### config.mk
export PLATFORM = sky130hd
export DESIGN_NAME = idc_top
export DESIGN_NICKNAME = d
export VERILOG_FILES = /design/src/core/idc_pkg.sv /design/src/core/idc_top.sv
export SDC_FILE = /design/constraint.sdc
export NUM_CORES = 1
export LEC_CHECK = 0
export BUFFER_PORTS_ARGS = -buffer_cell sky130_fd_sc_hd__buf_2
export CAP_MARGIN = 20
export CORE_ASPECT_RATIO = 1.75
export CORE_MARGIN = 4
export CORE_UTILIZATION = 55
export CTS_BUF_LIST = sky130_fd_sc_hd__clkbuf_16
export CTS_CLUSTER_SIZE = 14
export DETAILED_ROUTE_END_ITERATION = 16
export GPL_TIMING_DRIVEN = 0
export PLACE_DENSITY = 0.78
export RECOVER_POWER = 25
export SLEW_MARGIN = 0
export SYNTH_ARGS = -nofsm -noshare
export SYNTH_HDL_FRONTEND = slang
export SYNTH_SLANG_ARGS = --single-unit
### constraint.sdc
create_clock -name pclk -period 2 [get_ports pclk]
set_input_delay 0.3 -clock pclk [delete_from_list [all_inputs] [get_ports pclk]]
set_output_delay 0.3 -clock pclk [all_outputs]
set_load 0.02 [all_outputs]
### src/core/idc_pkg.sv
// Constants, state type and reset value for the instruction format decoder.
// Function
// RULE1 - A single instruction is a 24-bit word with an 8-bit opcode.
// RULE2 - A few double-word instructions span 48 bits over two fetched words.
// RULE3 - The second word of a double-word instruction has zero upper eight bits.
// RULE4 - A second word fetched on its own executes as a no-operation.
// RULE5 - Single-word takes one cycle; true condition or program change adds a nop cycle.
// RULE6 - Branches, indirect jumps, table ops and returns take two or three cycles.
// RULE7 - A taken skip takes two cycles, three over a double-word instruction.
// RULE8 - Double-word instructions execute in two cycles.
// RULE9 - Exactly three instructions occupy two program words; all others one.
// RULE10 - Three-operand ops take base, source with modifier, destination with modifier.
// RULE11 - File ops address a file register; result goes there or to accumulator.
// RULE12 - Bit ops take the bit from a literal or from a base register.
// RULE13 - The bit select field is four bits, positions 0 to 15.
// RULE14 - File register addresses cover 0000h to 1FFFh.
// RULE15 - Sixteen working registers serve as source, destination or base.
// RULE16 - The ten-bit literal is limited to 255 in byte mode.
// RULE17 - The 23-bit program address literal must have a zero LSB.
// RULE18 - Signed ten and sixteen bit literals decode as two's complement.
// RULE19 - Suffix selects byte, double, shadow or word; word is the default.
// RULE20 - Carry, digit carry, negative, overflow and sticky zero flags are kept.
package idc_pkg;

  // Word layout.
  localparam int unsigned WORD_W    = 24;
  localparam int unsigned FILE_OP_ACCUMULATOR_NUM  = 16;
  localparam logic [7:0]  OPC_ZERO  = 8'h00;
  // Instruction classes live in opcode bits 7:2, the size suffix in bits 1:0.
  localparam logic [5:0] CL_NOP      = 6'h00;
  localparam logic [5:0] CL_CALL_L   = 6'h01;
  localparam logic [5:0] CL_GOTO_L   = 6'h02;
  localparam logic [5:0] CL_MOV_D    = 6'h03;
  localparam logic [5:0] CL_BRANCH   = 6'h04;
  localparam logic [5:0] CL_BR_COND  = 6'h05;
  localparam logic [5:0] CL_COMPUTED = 6'h06;
  localparam logic [5:0] CL_INDIRECT = 6'h07;
  localparam logic [5:0] CL_TABLE    = 6'h08;
  localparam logic [5:0] CL_RETURN   = 6'h09;
  localparam logic [5:0] CL_IRET     = 6'h0a;
  localparam logic [5:0] CL_SKIP     = 6'h0b;
  localparam logic [5:0] CL_BIT      = 6'h12;
  localparam logic [5:0] CL_UNSIGNED_LITERAL_TEN    = 6'h13;
  localparam logic [5:0] CL_SIGNED_LITERAL_TEN   = 6'h14;
  localparam logic [5:0] CL_SIGNED_LITERAL_SIXTEEN   = 6'h15;
  // Size suffix encodings.
  localparam logic [1:0] SZ_WORD   = 2'h0;
  localparam logic [1:0] SZ_BYTE   = 2'h1;
  localparam logic [1:0] SZ_DOUBLE = 2'h2;
  localparam logic [1:0] SZ_SHADOW = 2'h3;
  // Cycle counts.
  localparam logic [1:0] CYC_ONE   = 2'h1;
  localparam logic [1:0] CYC_TWO   = 2'h2;
  localparam logic [1:0] CYC_THREE = 2'h3;
  localparam logic [9:0] UNSIGNED_LITERAL_TEN_BYTE_MAX = 10'h0ff;
  // Register map.
  localparam logic [7:0] ADDR_CTRL   = 8'h00;
  localparam logic [7:0] ADDR_STATUS = 8'h04;
  localparam logic [7:0] ADDR_ERR    = 8'h08;
  localparam logic [7:0] ADDR_LAST   = 8'h0c;
  localparam logic [7:0] ADDR_COUNT  = 8'h10;
  localparam logic [1:0] FILE_OP_ACCUMULATOR_PAGE   = 2'h1;
  // Status flag and error bit positions.
  localparam int unsigned FLG_CARRY = 0;
  localparam int unsigned FLG_DIGIT = 1;
  localparam int unsigned FLG_NEG   = 2;
  localparam int unsigned FLG_OVER  = 3;
  localparam int unsigned FLG_ZERO  = 4;
  localparam int unsigned ERR_MSB   = 0;
  localparam int unsigned ERR_RANGE = 1;
  localparam int unsigned ERR_LSB   = 2;

  typedef enum logic [1:0] {
    ST_IDLE  = 2'b00,
    ST_WORD2 = 2'b01,
    ST_SKIP1 = 2'b11,
    ST_SKIP2 = 2'b10
  } idc_st_t;

  typedef struct packed {
    idc_st_t                       st;
    logic [1:0]                    stall;
    logic                          en;
    logic [4:0]                    flags;
    logic [2:0]                    err;
    logic [23:0]                   last;
    logic [15:0]                   count;
    logic [FILE_OP_ACCUMULATOR_NUM-1:0][15:0]     wr;
    logic                          rdy;
    logic [31:0]                   rdata;
    logic                          slverr;
    logic                          fetch_rdy;
    logic                          vld;
    logic                          nop;
    logic                          two;
    logic [5:0]                    cls;
    logic [1:0]                    size;
    logic [3:0]                    base;
    logic [3:0]                    src;
    logic [3:0]                    dst;
    logic [1:0]                    smode;
    logic [1:0]                    dmode;
    logic [12:0]                   faddr;
    logic                          facc;
    logic [3:0]                    bsel;
    logic [22:0]                   oper;
    logic [1:0]                    cyc;
  } idc_state_t;

  localparam idc_state_t STATE_RST = '0;

endpackage

### src/core/idc_top.sv
// Instruction format decoder with an APB register slave.
`timescale 1ns/10ps
module idc_top
  import idc_pkg::*;
#(
  parameter int unsigned NUM_WREGS = 16
) (
  // Clock and reset.
  input  wire logic        pclk,
  input  wire logic        presetn,
  // APB slave.
  input  wire logic        psel,
  input  wire logic        penable,
  input  wire logic        pwrite,
  input  wire logic [7:0]  paddr,
  input  wire logic [31:0] pwdata,
  output logic      [31:0] prdata,
  output logic             pready,
  output logic             pslverr,
  // Program memory words.
  input  wire logic        fetch_valid,
  input  wire logic [23:0] fetch_word,
  output logic             fetch_ready,
  // Execution unit conditions and flag results.
  input  wire logic        cond_true,
  input  wire logic        skip_taken,
  input  wire logic        flag_update,
  input  wire logic [4:0]  flag_in,
  input  wire logic        zero_sticky,
  // Decoded instruction.
  output logic             instr_valid,
  output logic             exec_nop,
  output logic             two_word,
  output logic      [5:0]  instr_class,
  output logic      [1:0]  size_sel,
  output logic      [3:0]  base_work_reg,
  output logic      [3:0]  source_work_reg,
  output logic      [3:0]  dest_work_reg,
  output logic      [1:0]  src_mode,
  output logic      [1:0]  dest_mode,
  output logic      [12:0] file_addr,
  output logic             to_accumulator,
  output logic      [3:0]  bit_select_field,
  output logic      [22:0] operand,
  output logic      [1:0]  cycles,
  output logic      [4:0]  status_flags
);

  // The register file and layouts are sized for exactly sixteen registers.
  if (NUM_WREGS != FILE_OP_ACCUMULATOR_NUM) begin : g_chk
    $error("NUM_WREGS must be 16");
  end

  idc_state_t q;
  idc_state_t d;
  logic       take;
  logic [5:0] cls_in;

  // Only the three long forms need a second program word.
  function automatic logic is_dbl(input logic [5:0] c);
    is_dbl = (c == CL_CALL_L) || (c == CL_GOTO_L) || (c == CL_MOV_D); // [RULE9]
  endfunction

  assign take   = fetch_valid && q.fetch_rdy;
  assign cls_in = fetch_word[23:18]; // [RULE1]

  // Next-state logic: bus slave, flags, then the decoder.
  always_comb begin
    d        = q;
    d.vld    = 1'b0;
    d.nop    = (q.stall != 2'h0); // [RULE5]
    d.rdy    = 1'b0;
    d.slverr = 1'b0;
    if (q.stall != 2'h0) begin
      d.stall = q.stall - 2'h1;
    end
    // Setup of the answer; read data is captured at the same edge that raises pready.
    if (psel && penable && !q.rdy) begin
      d.rdy   = 1'b1;
      d.rdata = 32'h0;
      if (paddr == ADDR_CTRL) begin
        d.rdata[0] = q.en;
      end else if (paddr == ADDR_STATUS) begin
        d.rdata[4:0] = q.flags;
      end else if (paddr == ADDR_ERR) begin
        d.rdata[2:0] = q.err;
      end else if (paddr == ADDR_LAST) begin
        d.rdata[23:0] = q.last;
      end else if (paddr == ADDR_COUNT) begin
        d.rdata[15:0] = q.count;
      end else if (paddr[7:6] == FILE_OP_ACCUMULATOR_PAGE && paddr[1:0] == 2'h0) begin
        d.rdata[15:0] = q.wr[paddr[5:2]]; // [RULE15]
      end else begin
        d.slverr = 1'b1;
      end
    end
    // Writes land only at the edge where pready is sampled high.
    if (psel && penable && q.rdy && pwrite) begin
      if (paddr == ADDR_CTRL) begin
        d.en = pwdata[0];
      end else if (paddr == ADDR_STATUS) begin
        d.flags = pwdata[4:0];
      end else if (paddr == ADDR_ERR) begin
        d.err = q.err & ~pwdata[2:0];
      end else if (paddr[7:6] == FILE_OP_ACCUMULATOR_PAGE && paddr[1:0] == 2'h0) begin
        d.wr[paddr[5:2]] = pwdata[15:0];
      end
    end
    // Hardware flag results override a software write in the same cycle.
    if (flag_update) begin
      d.flags = flag_in; // [RULE20]
      if (zero_sticky) begin
        d.flags[FLG_ZERO] = q.flags[FLG_ZERO] & flag_in[FLG_ZERO]; // [RULE20]
      end
    end
    // Decoder.
    if (take) begin
      d.last = fetch_word;
      case (q.st)
        ST_IDLE: begin
          d.vld   = 1'b1;
          d.two   = 1'b0;
          d.cls   = cls_in;
          d.size  = fetch_word[17:16]; // [RULE19]
          d.cyc   = CYC_ONE; // [RULE5]
          d.base  = fetch_word[15:12]; // [RULE10]
          d.dmode = fetch_word[11:10]; // [RULE10]
          d.dst   = fetch_word[9:6];
          d.smode = fetch_word[5:4]; // [RULE10]
          d.src   = fetch_word[3:0];
          d.faddr = fetch_word[12:0]; // [RULE14]
          d.facc  = !fetch_word[13]; // [RULE11]
          d.bsel  = fetch_word[15:12]; // [RULE13]
          d.oper  = 23'h0;
          case (cls_in)
            CL_CALL_L, CL_GOTO_L, CL_MOV_D: begin
              d.vld = 1'b0;
              d.st  = ST_WORD2; // [RULE2]
            end
            CL_BRANCH, CL_COMPUTED, CL_INDIRECT, CL_TABLE: begin
              d.cyc = CYC_TWO; // [RULE6]
            end
            CL_RETURN, CL_IRET: begin
              d.cyc = CYC_THREE; // [RULE6]
            end
            CL_BR_COND: begin
              d.cyc = cond_true ? CYC_TWO : CYC_ONE; // [RULE5]
            end
            CL_SKIP: begin
              if (skip_taken) begin
                d.vld = 1'b0;
                d.st  = ST_SKIP1; // [RULE7]
              end
            end
            CL_BIT: begin
              // Indirect form takes the bit number from the base register.
              d.base = fetch_word[7:4];
              d.bsel = fetch_word[11] ? q.wr[fetch_word[7:4]][3:0]
                                      : fetch_word[15:12]; // [RULE12]
            end
            CL_UNSIGNED_LITERAL_TEN: begin
              d.oper = {13'h0, fetch_word[13:4]};
              if (fetch_word[17:16] == SZ_BYTE && fetch_word[13:4] > UNSIGNED_LITERAL_TEN_BYTE_MAX) begin
                d.err[ERR_RANGE] = 1'b1; // [RULE16]
              end
            end
            CL_SIGNED_LITERAL_TEN: begin
              d.oper = {{13{fetch_word[13]}}, fetch_word[13:4]}; // [RULE18]
            end
            CL_SIGNED_LITERAL_SIXTEEN: begin
              d.oper = {{7{fetch_word[15]}}, fetch_word[15:0]}; // [RULE18]
            end
            default: begin
              // A lone second word has a zero opcode and decodes as a nop.
              d.cls = cls_in; // [RULE4]
            end
          endcase
          if (d.vld) begin
            d.stall = d.cyc - 2'h1;
          end
        end
        ST_WORD2: begin
          if (fetch_word[23:16] != OPC_ZERO) begin
            d.err[ERR_MSB] = 1'b1; // [RULE3]
          end
          d.vld  = 1'b1;
          d.two  = 1'b1;
          d.cyc  = CYC_TWO; // [RULE8]
          d.oper = {fetch_word[6:0], q.last[15:0]};
          if (q.last[0] && q.cls != CL_MOV_D) begin
            d.err[ERR_LSB] = 1'b1; // [RULE17]
          end
          d.st = ST_IDLE;
        end
        ST_SKIP1: begin
          // The skipped word is consumed as a nop cycle.
          d.nop = 1'b1;
          if (is_dbl(cls_in)) begin
            d.st = ST_SKIP2; // [RULE7]
          end else begin
            d.vld = 1'b1;
            d.cyc = CYC_TWO; // [RULE7]
            d.st  = ST_IDLE;
          end
        end
        default: begin
          d.nop = 1'b1;
          d.vld = 1'b1;
          d.cyc = CYC_THREE; // [RULE7]
          d.st  = ST_IDLE;
        end
      endcase
      if (d.vld) begin
        d.count = q.count + 16'h1;
      end
    end
    // Fetching stops while extra cycles run or while decoding is off.
    d.fetch_rdy = d.en && (d.stall == 2'h0);
  end

  // State register.
  always_ff @(posedge pclk or negedge presetn) begin
    if (!presetn) begin
      q <= STATE_RST;
    end else begin
      q <= d;
    end
  end

  // Outputs are taken straight from the state register.
  assign prdata           = q.rdata;
  assign pready           = q.rdy;
  assign pslverr          = q.slverr;
  assign fetch_ready      = q.fetch_rdy;
  assign instr_valid      = q.vld;
  assign exec_nop         = q.nop;
  assign two_word         = q.two;
  assign instr_class      = q.cls;
  assign size_sel         = q.size;
  assign base_work_reg    = q.base;
  assign source_work_reg  = q.src;
  assign dest_work_reg    = q.dst;
  assign src_mode         = q.smode;
  assign dest_mode        = q.dmode;
  assign file_addr        = q.faddr;
  assign to_accumulator   = q.facc;
  assign bit_select_field = q.bsel;
  assign operand          = q.oper;
  assign cycles           = q.cyc;
  assign status_flags     = q.flags;
endmodule // idc_top

Word level (Yosys, flattened, before mapping):

Index checks and enable logic that the tools add are counted.

* word-level logic and storage cells: 188
* bits of input ports: 79
* output and inout bits: 110
* bits in registers: 406

* multiplexer cells: 71
* equality and inequality tests: 28
* $add $sub $neg: 3
* $lt $le $gt $ge: 4
* reduce and logical (&&, ||, !) cells: 34
* bitwise logic cells: 6

Operators with widths (count)
* $bwmux 256: 1
* $bmux 16 s4: 2
* $mux 16: 6
* $mux 70: 1
* $pmux 23 s3: 1
* $demux 16 s4: 1
* $pmux 23 s2: 1
* $mux 43: 1
* $mux 42: 1
* $mux 34: 1
* $eq 6x3->1 const B: 4
* $eq 6x4->1 const B: 4
* $eq 6x5->1 const B: 4
* $mux 23: 1
* $mux 1: 22
* $mux 21: 1
* $mux 2: 10
* $mux 19: 1
* $add 16x1->16 const B: 1
* $eq 8x4->1 const B: 2
* $mux 4: 4
* $mux 8: 2
* $mux 5: 3
* $eq 6x2->1 const B: 2
* 35 further kinds: 69

Logic depth before layout (Yosys ltp):

Gate-level depths: netlist of the first run.

* depth after elaboration: 11
* depth in mapped cells: 9

Worst setup path after synthesis of the first run:

Ideal clock, no wire load.

* kind: input -> register
* start: in paddr[5]
* end: reg q[128] (netlist bit)
* buffers on the path: 4
* slack: -78 ps
* stages: 8
* data arrival time: 1954 ps
* setup time: 125 ps
* path through: buf_2 or2_2 buf_6 or2_2 clkbuf_1 nand4_4 buf_6 mux2_2

* longest elaborated chain between the ends: 5
* elaborated cells on any way between the ends: 13

Ends and longest elaborated chain
* start: declaration: line idc_top.sv:15 `input wire logic [7:0] paddr,`
* $lt 4x5->1 (not written as such) or $ge 4x1->1 (tied branches): line idc_top.sv:106 `d.wr[paddr[5:2]] = pwdata[15:0];`
* $logic_and 1x1->1 (not written as such): line idc_top.sv:106
* $mux 16 (not written as such): line idc_top.sv:106
* $demux 16 s4: line idc_top.sv:106
* $bwmux 256: line idc_top.sv:106
* end signal: assignment: line idc_top.sv:224 `q <= STATE_RST;`
* end signal: assignment: line idc_top.sv:226 `q <= d;`
* end: declaration: line idc_top.sv:54 `idc_state_t q;`

Several ways; a longest one is shown, not always the timed one.
A chain may end at the register's enable or synchronous reset.

Final worst setup path of the first run:

* start: reg q[413] (netlist bit)
* end: reg q, in the netlist operand[8]

* longest elaborated chain between the ends: 3
* elaborated cells on any way between the ends: 5

Ends and longest elaborated chain
* $eq 2x1->1 or $logic_not 2->1 (tied branches): line idc_top.sv:119 `case (q.st)`
* $reduce_bool 2->1 (no line)
* $reduce_and 2->1 (no line)

Several ways; a longest one is shown, not always the timed one.

==> summary.md, run 1 <==
| Metric | Value |
|---|---|
| Chip width | `around 150 um` |
| Root buffer cell | `clkbuf_16` |
| HPWL Detailed | `42.3 mm` |
| Share of flip-flops with an asynchronous set or reset | `100%` |
| Max clock buf depth | `3` |
| Hold WS | `0.0477 ns` |
| Post-synth top cells | `dfrtp_1, mux2_2, nand2_1` |
| Slew headroom | `33.5%` |
| Num ports | `between 150 and 200` |
| Worst-path clk slew | `~0.07 ns` |
| Min-delay src | `fetch_word[2]` |
| Worst slack, placed | `-1.03 ns` |
| Core area | `35300 sq um` |
| Status | `finished, violations left` |
| DR WL/cell | `around 25 um` |
| Post-route ant nets | `0` |
| Top_reg_cell synth | `dfrtp_1` |
| Worst Reg-to-Reg Cells | `5` |
| Max Cap Violations | `0` |
| Combinational cell fraction of total power | `8.7%` |
| WL final | `approximately 57 mm` |
| Clock skew | `0.0128 ns` |
| R2R Path Start | `q[413]` |
| Peak VDD IR | `about 0.48 mV` |
| WHS Path Cells | `3` |
| Worst Path Max Fanout | `10` |
| Switching share of power | `approximately a quarter` |
| Post-synth top area cell | `dfrtp_1` |
| Power share of the clock group | `41.0%` |
| CTS buffer count | `37` |
| FF+latch count, synth | `around 400` |
| Crit path from | `q[413]` |
| Drt initial violations | `982` |
| RSZ-0062 raised after global routing | `true` |
| Final Hold Fails | `0` |
| Failing checks | `negative setup slack` |
| Initial Util | `between 50% and 60%` |
| Slew @ Worst Pin | `0.998 ns` |
| Synth area leaders | `dfrtp_1, mux2_2, mux4_2` |
| Critical path class | `register to register` |
| Total power | `around 16 mW` |
| Skew-Pair Late Insertion Delay | `0.54 ns` |
| Full die area | `39000 sq um` |
| Fin nets | `between 1500 and 2000` |
| Antenna violations before repair | `1` |
| FF-to-FF setup slack | `-0.03 ns` |
| Largest Register | `q` |
| Vias in the first global route | `14800` |
| Tmin final | `2.03 ns` |
| Tcrit/Tclk final | `101%` |
| Vias/cell | `about 6` |
| Worst min-delay path class | `input port to register` |
| Count of flip-flops with a built-in enable after synthesis | `0` |
| Sequential Power Share | `~50%` |
| Post-Synthesis Mean Instance Area | `12.4 sq um` |
| PD cells | `around 710 nW/um^2` |
| Drt first pass iters | `5` |
| Register Area | `approximately 9900 sq um` |
| Vias | `~14000` |
| Row cnt | `slightly above 90` |
| CTS tree | `done` |
| Area post-placement | `around 21000 sq um` |
| R2R Path End | `operand[8]` |
| Largest net degree at the start of global routing | `roughly 130` |
| # fillers | `2650` |
| Maximum clock rate | `493 MHz` |
| CP arrival | `~2.5 ns` |
| Routability cong. | `around 0.96` |
| Final worst slack | `-0.0278 ns` |
| Layout cells sized above 1 | `a little over two fifths` |
| Port buffer count | `between 150 and 200` |
| Worst Path Required | `about 2.5 ns` |
| Power Internal | `~12 mW` |
| Worst setup EP type | `register` |
| # DRC | `0` |
| Final setup viols | `2` |
| Multi-input combinational cell area | `roughly 8800 sq um` |
| H-tree depth | `2` |
| Synth cell types | `69` |
| Critical path startpoint category | `register` |
| Max FFs per register | `roughly 300` |
| Synth Cell Area | `just under 20000 sq um` |
| Synth top area share | `around half` |
| Finished Cell Area | `~23000 sq um` |
| Remaining global-route overflow | `0` |
| First-pass GRT wire length | `86.9 mm` |
| Leak | `about 12 nW` |
| Hold endpoint | `q[379]` |
| Total Routing Usage GR | `29.5%` |
| Top-count cell post-synth | `dfrtp_1` |
| Seq/Total Area, Yosys | `between 50% and 60%` |
| Synth warnings | `0` |
| P_sw | `slightly above 4 mW` |
| Die Y | `258 um` |
| Area delta synth->final | `16.4%` |
| # clock sinks | `~390` |
| Syn Inst Count | `around 1600` |
| Max-slew violations | `0` |
[power groups by stage]
| stage | combinational [mW] | clock (mW) | sequential (mW) |
|---|---|---|---|
| floorplan | 0.780 | 0 | 8.30 |
| global placement | 1.34 | 0 | 8.33 |
| detailed placement | 1.39 | 0 | 8.33 |
| CTS | 1.41 | 6.75 | 8.18 |
| global route | 1.52 | 7.07 | 8.19 |
| finish | 1.41 | 6.67 | 8.19 |
[how the worst max path moves through the flow]
stage | to | slack (ns) | depth (start not counted)
6_report | operand[8] | -0.03 | 5
5_1_grt | operand[8] | -0.04 | 5
4_1_cts | q[113] | 0.002 | 6
3_5_place_dp | operand[9] | -1.03 | 6
3_3_place_gp | q[274] | -6.75 | 1
2_1_floorplan | q[334] | -0.06 | 6
[repair_timing]
action | in CTS | in global routing
setup endpoints to repair | 335 | 238
endpoints found under the hold margin | 65 | 0
hold buffers | 1 | 0
gates cloned | 0 | 1
gates resized for setup | 32 | 24
pin swaps | 14 | 8
setup buffers | 16 | 9
[cell usage in the layout, fill, tap and decap left out, drive strengths merged, types with 6 or more instances in the layout]
master / instances
nand3: 12
and3: 7
a21oi: 83
buf: 333
dfrtp: 394
a32oi: 10
o21a: 12
clkbuf: 105
nor2: 68
o21ai: 36
mux4: 80
nand2: 211
a22o: 9
o211ai: 8
conb: 8
nor2b: 6
mux2: 271
a221oi: 15
xnor2: 15
inv: 15
clkinv: 11
mux2i: 19
a22oi: 11
o211a: 9
o2111ai: 8
[per-layer routing]
layer / vias up / part of all wire [%] / routed length, um / GRT usage (%)
met5: - / 0 / 0 / 0
met4: 0 / 8.3 / 4760 / 20.1
met3: 206 / 5.3 / 3050 / 3.71
met2: 572 / 52 / 30000 / 52.2
met1: 6984 / 34 / 19600 / 32.4
li1: 6011 / - / - / -
[area by class of cell]
class	count	share of cell area (%)
clock buffer	39	4.26
clock inverter	19	0.481
tap	465	2.54
sequential	394	43.0
multi-input combinational	972	38.4
timing repair buffer	186	4.84
inverter	8	0.131
buffer	214	6.30
antenna	1	0.0109
[worst max-delay path: stages (launching register included)]
cell	delay (ns)
dfrtp_1	0.40
inv_1	0.08
ha_1	0.31
nand3b_1	0.50
o21ai_1	0.49
o21a_1	0.18
[kinds of logic after synthesis]
kind of cell	Yosys count	share of synthesized area (%)
buffers and inverters	223	6.98
adder cells (fa/ha/maj)	5	0.318
other	1	0.0191
AO/OA/AOI/OAI	225	7.53
XOR/XNOR	17	0.756
multiplexers	370	25.6
AND/OR/NAND/NOR	347	8.68
flip-flops	394	50.1
[through the flow]
| stage | TNS, ns | util (%) | cells |
|---|---|---|---|
| after floorplan | -2.55 | - | 1589 |
| after global placement | -2753.32 | 60.6 | 2210 |
| after CTS | 0 | 64.6 | 2288 |
| after detailed placement | -128.12 | 60.9 | 2213 |
| final | -0.0336 | 64.9 | 2298 |
| after global routing | -0.0610 | 64.9 | 2298 |
Note: power is estimated with default switching activity, not from simulation.
==> run 2: changes to the inputs <==
CTS_BUF_LIST = sky130_fd_sc_hd__clkbuf_8   (was sky130_fd_sc_hd__clkbuf_16)
SKIP_CTS_REPAIR_TIMING = 1   (was unset)
==> summary.md, run 2 (synthesized netlist as in run 1, its figures left out) <==
| Metric | Value |
|---|---|
| Status | `finished, violations left` |
| Failing checks | `negative hold slack` |
| Max clock buf depth | `3` |
| CTS buffer count | `between 50 and 60` |
| Power share of the clock group | `just under 40%` |
| Most common cell after layout, fill and taps aside | `dfrtp_1` |
| Setup TNS | `0 ns` |
| Row cnt | `91` |
| Worst setup EP type | `register` |
| Largest Register | `q` |
| Drt initial violations | `between 900 and 1000` |
| CTS tree | `done` |
| # clock sinks | `394` |
| H-tree depth | `2` |
| Total power | `approximately 16 mW` |
| Max Cap Violations | `0` |
| Critical path class | `register to register` |
| Leak | `roughly 12 nW` |
| Placed Cells | `2213` |
| Hold WS | `-0.436 ns` |
| Final setup viols | `0` |
| First-pass GRT wire length | `approximately 86 mm` |
| Maximum clock rate | `slightly above 500 MHz` |
| R2R Path Start | `pready` |
| DR WL/cell | `about 24 um` |
| P_sw | `between 4 and 5 mW` |
| Root buffer cell | `clkbuf_8` |
| Power Internal | `about 12 mW` |
| Combinational cell fraction of total power | `between 8 and 9%` |
| Tmin final | `1.97 ns` |
| Port buffer count | `roughly 160` |
| Area post-placement | `about 21000 sq um` |
| Num ports | `approximately 190` |
| RSZ-0062 raised after global routing | `true` |
| Initial Util | `55.8%` |
| Sequential Power Share | `between 50% and 60%` |
| Crit path from | `pready` |
| Clock skew | `~0.034 ns` |
| Remaining global-route overflow | `0` |
| Finished Cell Area | `around 23000 sq um` |
| # DRC | `0` |
| Drt first pass iters | `6` |
| Fin nets | `1943` |
| Final worst slack | `just under 0.03 ns` |
| Most frequent cells in the layout | `dfrtp_1, nand2_1, mux2_2, buf_2, buf_4` |
| Die Y | `258 um` |
| Core area | `roughly 35000 sq um` |
| Slew headroom | `about a fifth` |
| Final std cells w/o fill | `~2400` |
| Post-route ant nets | `0` |
| Worst-path clk slew | `0.07 ns` |
| HPWL Detailed | `approximately 42 mm` |
| Vias | `roughly 14000` |
| Worst Path Required | `around 2.5 ns` |
| Critical path startpoint category | `register` |
| Skew-Pair Late Insertion Delay | `0.65 ns` |
| FF-to-FF setup slack | `around 0.029 ns` |
| Finished Core Util | `around 66%` |
| End point of the critical path | `q[270]` |
| Chip width | `between 150 and 200 um` |
| Switching share of power | `roughly a quarter` |
| Largest net degree at the start of global routing | `approximately 130` |
| Slew @ Worst Pin | `about 1.2 ns` |
| Area delta synth->final | `17.5%` |
| Full die area | `roughly 39000 sq um` |
| Antenna violations before repair | `3` |
| Worst Reg-to-Reg Cells | `7` |
| Vias/cell | `between 5 and 6` |
| Tcrit/Tclk final | `just under 100%` |
| PD cells | `roughly 690 nW/um^2` |
| Final Hold Fails | `a little over 70` |
| CP arrival | `about 2.5 ns` |
| Routability cong. | `0.958` |
| Worst Path Max Fanout | `10` |
| Peak VDD IR | `between 0.4 and 0.5 mV` |
| Worst min-delay path class | `input port to async pin` |
| Max-slew violations | `0` |
| R2R Path End | `q[270]` |
| Total Routing Usage GR | `roughly 30%` |
| WL final | `between 50 and 60 mm` |
| Worst slack, placed | `-1.03 ns` |
| Vias in the first global route | `between 10000 and 15000` |
| Max FFs per register | `between 300 and 400` |
| Layout cells sized above 1 | `between 40% and 50%` |
## run 2: changes by cell type in the layout (fill, tap and decap cells not counted), moves of 2 or more
cell	previous run	this run
clkbuf_8	1	70
clkbuf_16	39	0
dlygate4sd3_1	1	17
buf_4	131	144
inv_1	14	26
clkinv_2	6	12
clkinv_1	5	0
buf_1	4	6
buf_12	4	2
clkbuf_2	14	12
diode_2	1	3
inv_6	1	3
## run 2: routing by layer
layer / routed length (um) / track usage, % / vias up
met5: 0 / 0 / -
li1: - / - / 6143
met1: 19500 / 31.9 / 7119
met2: 29800 / 51.5 / 632
met3: 3140 / 4.01 / 222
met4: 4770 / 20.6 / 0
## run 2: worst max-delay path: stages (launching register included)
cell and delay (ns):
dfrtp_1 0.39, nand4_1 0.11, buf_4 0.19, nor2_8 0.22
nand2_4 0.19, nor2_8 0.20, buf_6 0.18, mux2_2 0.35
## run 2: how the worst min path moves through the flow
stage	from	end	slack (ns)	depth (start not counted)
final	presetn	file_addr[5]	-0.44	1
after global routing	presetn	file_addr[5]	-0.38	1
after CTS	presetn	file_addr[5]	-0.41	1
after detailed placement	presetn	file_addr[5]	0.28	1
after global placement	q[394]	q[394]	0.46	2
after floorplan	presetn	base_work_reg[0]	0.004	0
## run 2: power by group through the flow
stage	clock network (mW)	registers (mW)	logic, mW
finish	6.35	8.19	1.42
floorplan	0	8.30	0.780
global route	6.78	8.19	1.53
global placement	0	8.33	1.34
CTS	6.45	8.19	1.40
detailed placement	0	8.33	1.39
## run 2: layout make-up
class	instances	area, sq um
Antenna cell	3	7.51
Buffer	215	1450
Clock buffer	69	950
Clock inverter	33	154
Fill cell	2618	12200
Inverter	8	30.0
Multi-Input combinational cell	972	8810
Sequential cell	394	9860
Tap cell	465	582
Timing Repair Buffer	212	1300
